### config.mk
export PLATFORM = sky130hd
export DESIGN_NAME = cpu_address_generation
export DESIGN_NICKNAME = d
export VERILOG_FILES = /design/src/design/agu_pkg.sv /design/src/design/cpu_address_generation.sv
export SDC_FILE = /design/constraint.sdc
export NUM_CORES = 1
export LEC_CHECK = 0
export ABC_CLOCK_PERIOD_IN_PS = 7910
export BUFFER_PORTS_ARGS = -buffer_cell sky130_fd_sc_hd__buf_2
export CORE_UTILIZATION = 45
export CTS_BUF_LIST = sky130_fd_sc_hd__clkbuf_8
export DETAILED_ROUTE_END_ITERATION = 10
export GPL_TIMING_DRIVEN = 0
export PLACE_DENSITY = 0.68
export SYNTH_ARGS = -nofsm -noshare
export SYNTH_HDL_FRONTEND = slang
export SYNTH_SLANG_ARGS = --single-unit
### constraint.sdc
create_clock -name clk -period 7.91 [get_ports clk]
set_clock_uncertainty 0.05 [all_clocks]
set_input_delay 0.3955 -clock clk [delete_from_list [all_inputs] [get_ports clk]]
set_output_delay 0.3955 -clock clk [all_outputs]
set_load 0.02 [all_outputs]
### src/design/agu_pkg.sv
// Package: constants and types for the address generation unit
package agu_pkg;
  // ----------------------------------------
  // Widths and register indices
  // ----------------------------------------
  localparam int DATA_W = 16;
  localparam int PC_W = 23;
  localparam int FILE_W = 13;
  localparam int NREG = 16;
  localparam int PC_SPLIT = 16;
  localparam int STAT_LOW_W = 8;
  localparam int LIT5_W = 5;
  localparam int LIT10_W = 10;
  localparam logic [3:0] SP_IDX = 4'hf;
  localparam logic [3:0] FP_IDX = 4'he;
  localparam logic [3:0] IMPLIED_WORKING_REG_IDX = 4'h0;
  // ----------------------------------------
  // Reset values and steps
  // ----------------------------------------
  localparam logic [15:0] SP_RESET = 16'h1000;
  localparam logic [15:0] REG_RESET = 16'h0000;
  localparam logic [15:0] STACK_STEP = 16'h0002;
  // ----------------------------------------
  // Modes and stack operations
  // ----------------------------------------
  typedef enum logic [3:0] {
    AM_FILE, AM_REG, AM_IND, AM_POST, AM_PRE, AM_INDEX, AM_LITOFF, AM_LIT5, AM_LIT10
  } addr_mode_e;
  typedef enum logic [2:0] {SK_NONE, SK_PUSH, SK_POP, SK_CALL, SK_EXC, SK_RET} stack_op_e;
  // ----------------------------------------
  // Carriers
  // ----------------------------------------
  typedef struct packed {
    logic valid;
    addr_mode_e mode;
    logic [3:0] ptr_sel;
    logic [3:0] base_sel;
    logic [15:0] lit;
    logic [12:0] faddr;
  } addr_req_s;
  typedef struct packed {
    logic [15:0] addr;
    logic we;
    logic re;
    logic [15:0] wdata;
    logic paged_ok;
  } mem_req_s;
endpackage : agu_pkg

### src/design/cpu_address_generation.sv
// Module: effective-address generation and software stack control
// Summary of operation
// - Stack pointer resets to 0x1000
// - Stack pointer bit 0 always zero
// - Pointer marks first free word, grows upward
// - Push writes then increments; pop decrements then reads
// - PC low word first, high bits next
// - Call pushes zero-filled upper byte
// - Exception pushes status low byte with PC
// - Stack pointer never paged; frame pointer unpaged only with frame_pointer_select
// - Automatic stack updates; pointer stays ordinary register
// - File direct uses 13-bit field only
// - File instructions use working register zero
// - Base register direct, second register or literal
// - Five or ten bit literal operands
// - Indirect: address is pointer, unchanged
// - Post-modified: address then pointer adjusted
// - Pre-modified: adjusted pointer is address
// - Indexed: pointer plus base register
// - Literal offset: pointer plus literal
`timescale 1ns/1ps
module cpu_address_generation (
  // Clock and reset
  input wire logic clk,
  input wire logic rstn,
  // Decoder requests
  input agu_pkg::addr_req_s req,
  input agu_pkg::stack_op_e stk_op,
  input wire logic [15:0] push_data,
  input wire logic [agu_pkg::PC_W-1:0] pc,
  input wire logic [agu_pkg::STAT_LOW_W-1:0] status_low_byte,
  input wire logic frame_pointer_select,
  // Working register write port
  input wire logic implied_working_reg_we,
  input wire logic [3:0] implied_working_reg_sel,
  input wire logic [15:0] implied_working_reg_data,
  // Data memory
  output agu_pkg::mem_req_s mem,
  input wire logic [15:0] mem_rdata,
  // Results
  output logic [15:0] operand_a,
  output logic [15:0] operand_b,
  output logic ea_valid,
  output logic [15:0] pop_data,
  output logic pop_valid,
  output logic [agu_pkg::PC_W-1:0] ret_pc,
  output logic [agu_pkg::STAT_LOW_W-1:0] ret_status,
  output logic ret_valid,
  output logic busy,
  output logic [15:0] stack_pointer_reg
);
  import agu_pkg::*;

  typedef enum logic [2:0] {ST_IDLE, ST_PUSH_HI, ST_RET_LO, ST_RET_END, ST_POP_END} stk_state_e;

  // ----------------------------------------
  // Storage
  // ----------------------------------------
  logic [15:0] implied_working_reg [NREG];
  stk_state_e state;
  logic [15:0] hi_word;
  logic [6:0] ret_hi;
  logic [7:0] ret_sr;

  // Add with 16-bit wrap, never extended
  function automatic logic [15:0] add16(input logic [15:0] a, input logic [15:0] b);
    add16 = a + b;
  endfunction : add16

  // Value as stored into a given register
  // stack pointer bit 0 cleared
  function automatic logic [15:0] store_val(input logic [3:0] idx, input logic [15:0] v);
    store_val = (idx == SP_IDX) ? {v[15:1], 1'b0} : v;
  endfunction : store_val

  // ----------------------------------------
  // Request acceptance
  // ----------------------------------------
  logic take_stk;
  logic take_am;
  logic [15:0] sp;
  logic [15:0] ptr_val;
  logic [15:0] base_val;
  assign take_stk = (state == ST_IDLE) && (stk_op != SK_NONE);
  assign take_am = (state == ST_IDLE) && (stk_op == SK_NONE) && req.valid;
  assign sp = implied_working_reg[SP_IDX];
  assign ptr_val = implied_working_reg[req.ptr_sel];
  assign base_val = implied_working_reg[req.base_sel];

  // ----------------------------------------
  // Effective address per mode
  // ----------------------------------------
  logic [15:0] next_ea;
  logic next_ptr_we;
  logic [15:0] next_ptr;
  logic [15:0] next_opb;
  logic next_mem;
  always_comb begin
    next_ea = ptr_val;
    next_ptr_we = 1'b0;
    next_ptr = ptr_val;
    next_opb = 16'h0000;
    next_mem = 1'b1;
    case (req.mode)
      AM_FILE: next_ea = {{(DATA_W-FILE_W){1'b0}}, req.faddr};
      AM_REG: begin
        next_mem = 1'b0;
        next_opb = ptr_val;
      end
      AM_IND: next_ea = ptr_val;
      AM_POST: begin
        next_ea = ptr_val;
        next_ptr_we = 1'b1;
        next_ptr = add16(ptr_val, req.lit);
      end
      AM_PRE: begin
        next_ea = add16(ptr_val, req.lit);
        next_ptr_we = 1'b1;
        next_ptr = add16(ptr_val, req.lit);
      end
      AM_INDEX: next_ea = add16(ptr_val, base_val);
      AM_LITOFF: next_ea = add16(ptr_val, req.lit);
      AM_LIT5: begin
        next_mem = 1'b0;
        next_opb = {{(DATA_W-LIT5_W){1'b0}}, req.lit[LIT5_W-1:0]};
      end
      AM_LIT10: begin
        next_mem = 1'b0;
        next_opb = {{(DATA_W-LIT10_W){1'b0}}, req.lit[LIT10_W-1:0]};
      end
      default: next_mem = 1'b0;
    endcase
  end

  // ----------------------------------------
  // Stack sequencer
  // ----------------------------------------
  always_ff @(posedge clk or negedge rstn) begin
    if (!rstn) begin
      state <= ST_IDLE;
    end else begin
      case (state)
        ST_IDLE: begin
          if (take_stk && (stk_op == SK_CALL || stk_op == SK_EXC)) begin
            state <= ST_PUSH_HI;
          end else if (take_stk && stk_op == SK_RET) begin
            state <= ST_RET_LO;
          end else if (take_stk && stk_op == SK_POP) begin
            state <= ST_POP_END;
          end
        end
        ST_RET_LO: state <= ST_RET_END;
        default: state <= ST_IDLE;
      endcase
    end
  end

  // Upper stacked word, built at entry
  always_ff @(posedge clk or negedge rstn) begin
    if (!rstn) begin
      hi_word <= 16'h0000;
    end else if (take_stk && stk_op == SK_CALL) begin
      hi_word <= {9'h000, pc[PC_W-1:PC_SPLIT]};
    end else if (take_stk && stk_op == SK_EXC) begin
      hi_word <= {status_low_byte, 1'b0, pc[PC_W-1:PC_SPLIT]};
    end
  end

  // ----------------------------------------
  // Working registers, stack pointer included
  // ----------------------------------------
  always_ff @(posedge clk or negedge rstn) begin
    if (!rstn) begin
      for (int i = 0; i < NREG; i++) begin
        implied_working_reg[i] <= REG_RESET;
      end
      implied_working_reg[SP_IDX] <= SP_RESET;
    end else begin
      if (implied_working_reg_we) begin
        implied_working_reg[implied_working_reg_sel] <= store_val(implied_working_reg_sel, implied_working_reg_data);
      end
      if (take_am && next_ptr_we) begin
        implied_working_reg[req.ptr_sel] <= store_val(req.ptr_sel, next_ptr);
      end
      if ((take_stk && stk_op != SK_RET && stk_op != SK_POP) || state == ST_PUSH_HI) begin
        implied_working_reg[SP_IDX] <= store_val(SP_IDX, add16(sp, STACK_STEP));
      end else if ((take_stk && (stk_op == SK_RET || stk_op == SK_POP)) ||
                   state == ST_RET_LO) begin
        implied_working_reg[SP_IDX] <= store_val(SP_IDX, sp - STACK_STEP);
      end
    end
  end
  assign stack_pointer_reg = implied_working_reg[SP_IDX];

  // ----------------------------------------
  // Memory port
  // ----------------------------------------
  always_ff @(posedge clk or negedge rstn) begin
    if (!rstn) begin
      mem <= '0;
    end else begin
      mem.we <= 1'b0;
      mem.re <= 1'b0;
      mem.paged_ok <= 1'b0;
      // low word at first free word, high word after
      if (take_stk && stk_op != SK_RET && stk_op != SK_POP) begin
        mem.addr <= sp;
        mem.we <= 1'b1;
        mem.wdata <= (stk_op == SK_PUSH) ? push_data : pc[PC_SPLIT-1:0];
      end else if (state == ST_PUSH_HI) begin
        mem.addr <= sp;
        mem.we <= 1'b1;
        mem.wdata <= hi_word;
      end else if ((take_stk && (stk_op == SK_RET || stk_op == SK_POP)) ||
                   state == ST_RET_LO) begin
        mem.addr <= sp - STACK_STEP;
        mem.re <= 1'b1;
      end else if (take_am && next_mem) begin
        mem.addr <= next_ea;
        mem.re <= 1'b1;
        // stack pointer stays unpaged; frame pointer only while frame_pointer_select is set
        mem.paged_ok <= (req.mode != AM_FILE) && (req.ptr_sel != SP_IDX) &&
                        !(req.ptr_sel == FP_IDX && frame_pointer_select);
      end
    end
  end

  // ----------------------------------------
  // Operands
  // ----------------------------------------
  always_ff @(posedge clk or negedge rstn) begin
    if (!rstn) begin
      operand_a <= 16'h0000;
      operand_b <= 16'h0000;
      ea_valid <= 1'b0;
    end else begin
      ea_valid <= take_am;
      if (take_am) begin
        // implied register for file mode, else base direct
        operand_a <= (req.mode == AM_FILE) ? implied_working_reg[IMPLIED_WORKING_REG_IDX] : base_val;
        operand_b <= next_opb;
      end
    end
  end

  // ----------------------------------------
  // Pop and return results
  // ----------------------------------------
  always_ff @(posedge clk or negedge rstn) begin
    if (!rstn) begin
      ret_hi <= 7'h00;
      ret_sr <= 8'h00;
      ret_pc <= '0;
      ret_status <= 8'h00;
      ret_valid <= 1'b0;
      pop_data <= 16'h0000;
      pop_valid <= 1'b0;
    end else begin
      ret_valid <= (state == ST_RET_END);
      pop_valid <= (state == ST_POP_END);
      if (state == ST_RET_LO) begin
        ret_hi <= mem_rdata[PC_W-PC_SPLIT-1:0];
        ret_sr <= mem_rdata[15:8];
      end
      if (state == ST_RET_END) begin
        ret_pc <= {ret_hi, mem_rdata};
        ret_status <= ret_sr;
      end
      if (state == ST_POP_END) begin
        pop_data <= mem_rdata;
      end
    end
  end

  // Busy while a call, exception, return or pop runs
  always_ff @(posedge clk or negedge rstn) begin
    if (!rstn) begin
      busy <= 1'b0;
    end else begin
      busy <= (take_stk && stk_op != SK_PUSH) || state == ST_RET_LO;
    end
  end
endmodule : cpu_address_generation

==> impl_metrics.toml <==
[run_status]
status = "completed"

[sta]
fin_crit_sh_pct = 67.4
max_freq_mhz = 188
relSlewSlack_pct = 12.1
fin_crit_ps = 5330
drv_slew = 0
rsz0062_at_grt = "no"
setup_violations = 0
tns_ps = 0
hold_violations = 0
tightest_slew_ps = 1310

[setup_path]
cp-start-kind = "primary input"
cp_max_fo = 10
crit_required_ps = 8410
r2r_start = "stack_pointer_reg[5]"
arrival_ps = 5830
crit_type = "in2reg"
crit_start = "req[34]"
end_kind = "register"

[drt]
drc_errors = 0
drt_iter0_drc = 2655
drtAntennaViolNets = 0
wl_um = 98300
avgViaCountPerCell = 6.33
vias = 23100
wl_per_cell_um = 27.0
met3WireLength_um = 10200
top_layer_used = "met4"
wl_met1_um = 38100
wl_met2_um = 45800
first_pass_iters = 6

[die]
die_x_um = 239
initial_core_util_pct = 45.7
die_y_um = 239
die_area_um2 = 57200
coreArea_um2 = 55300
num_io_pins = 266
rows = 86

[global_route]
grt_max_degree = 111
grt_util_all_layers_pct = 34.4
grt.overflow.total = 0
grt_pass1_wl_um = 145000
antenna_found_initial = 3
grt_pass1_vias = 23100

[layout]
largest_reg_flops = 240
layout.cells.non_filler = 3645
area_growth_pct = 17.1
final_nets = 3013
drive_gt1_share_pct = 24.7

[power_and_ir_drop]
p_per_area_nw_per_um2 = 320
power_leakage_nw = 12.8
vdd_drop_max_mv = 0.140

[synth]
synthFlopType = "dfrtp_1"
yosys.area.top_type_share_pct = 40.2
synth_top_area_cell = "dfrtp_1"
synth_compound_area_share_pct = 15.9
synth_enable_flop_cells = 0
async_reset_ff_share_pct = 100
synth_cell_types = 85
syn-num-nets = 2632
seq_area_frac_synth_pct = 40.3
synthesis.instances = 2466
synth-xor-area-share_pct = 0.900
synth_top_family_by_area = "multiplexers"
synth-simple-area-share_pct = 12.9
synth.ff_latch_count = 407
yosys.area_share.adder_pct = 1.74
synth_area_per_cell_um2 = 10.3
syn_area_um2 = 25300
yosys_warnings = 0
muxShareOfSynthArea_pct = 24.0
synthTopCellsByArea = "dfrtp_1 40%, mux4_2 14%, mux2i_1 5.7%, nand2_1 5.0%, mux2_2 4.0%"

[clock_network]
clock_sinks = 407
cts_root_buffer = "clkbuf_8"
cts_tree = "yes"
cts_resized = 0
htree_levels = 3
cts_buffers = 74
insertion_delay_ps = 680
clockBufferDepth = 3
path_clk_slew_ps = 60

[placement]
place_congestion = 1.05
dp_cells = 3472
port_buffers = 254
hpwl_um = 76300

[worst_hold_path]
hp-class = "in2reg"
hold_start = "req[1]"

[run]
maxCapViolCount = 0
power breakdown:
part           internal, mW  switching, mW  total, mW  leakage [nW]
combinational          1.60           2.47       4.08          6.93
sequential             2.74          0.518       3.26          5.06
clock                  1.17          0.964       2.13         0.835
final timing paths:
kind                                                  to  slack [ps]  cells past startpoint
worst max register to register  implied_working_reg[111]        2930                     12
worst min-delay path                             mem[20]          40                      3
min in group asynchronous        implied_working_reg[91]         170                      2
max in group asynchronous                   operand_b[8]        5780                      5
worst max-delay path            implied_working_reg[111]        2580                     14
worst min register to register             ret_status[4]         410                      2
routing by layer:
metal  GRT usage, %  up-vias
li1               -     9881
met1           43.8    11600
met2           55.0     1384
met3           8.50      257
met4           15.9        0
met5              0        -
per-stage QoR:
step	hold slack [ps]	setup slack [ps]	instance area, um^2	power, mW	util [%]
6_report	43.2	2580	29600	9.46	53.6
3_3_place_gp	398	-1900	27500	7.10	49.7
2_1_floorplan	49.9	3580	25300	5.76	-
5_1_grt	41.8	2520	29600	9.89	53.5
3_5_place_dp	300	2200	27600	7.22	49.9
4_1_cts	5.28	2850	29600	9.37	53.5
cell families (layout without fill, tap and decap cells):
kind of cell	count (synthesis)	count (layout)
DFF	407	407
muxes	396	396
buffers and inverters	239	667
adders and majority gates	34	34
xor gates and xnor gates	26	26
other	0	3
AOI/OAI and AO/OA	647	647
and+or+nand+nor	717	717
synthesized netlist by cell type (6+ instances only):
library cell	instances
a211oi_1	90
a21o_1	14
a21oi_1	195
a221o_1	13
a221oi_1	14
a22o_1	6
a22oi_1	10
a31oi_1	14
and2_1	12
and3_1	13
buf_1	12
buf_2	41
buf_4	24
clkbuf_1	144
dfrtp_1	406
ha_1	32
inv_1	11
mux2_2	90
mux2i_1	144
mux4_2	159
nand2_1	340
nand2b_1	9
nand3_1	26
nand3b_1	11
nand4_1	7
nor2_1	162
nor2b_1	65
nor3_1	19
nor3b_1	7
o211ai_1	8
o21a_1	12
o21ai_0	99
o21ai_1	100
o22ai_1	10
o31ai_1	11
or3_1	9
xnor2_1	16
xor2_1	10
what timing repair did:
item,in CTS,in global routing
buffers inserted,0,0
hold endpoints to repair,131,0
hold buffers,47,0
critical path, cell delays in order:
cell,delay (ps)
buf_2,350
clkbuf_1,830
buf_2,410
mux4_2,350
mux4_2,640
ha_1,340
a211oi_1,310
o21ai_1,250
nand4_1,210
a21oi_1,110
xnor2_1,720
nand2_1,380
buf_2,320
a21oi_1,180
layout make-up:
cell class                 count  area (um^2)
inverter                      12         45.0
antenna                        3         7.51
clock buffer                  91         1250
clock inverter                32          262
multi-input combinational   1820        14000
timing repair buffer         305         1860
sequential                   407        10200
buffer                       227         1040
tap                          748          936
fill                        4974        25700
cells in the final DEF (no fill, tap or decap), types with 11 or more instances in the layout:
cell           count
dfrtp_1          406
nand2_1          340
buf_2            294
a21oi_1          195
nor2_1           162
mux4_2           159
clkbuf_1         144
mux2i_1          144
o21ai_1          100
o21ai_0           99
clkbuf_8          91
mux2_2            90
a211oi_1          90
nor2b_1           65
dlygate4sd3_1     47
ha_1              32
inv_1             27
nand3_1           26
buf_4             24
nor3_1            19
xnor2_1           16
a21o_1            14
a31oi_1           14
a221oi_1          14
and3_1            13
a221o_1           13
buf_1             12
and2_1            12
o21a_1            12
nand3b_1          11
o31ai_1           11
No activity file was read; power rests on OpenSTA's default activity.
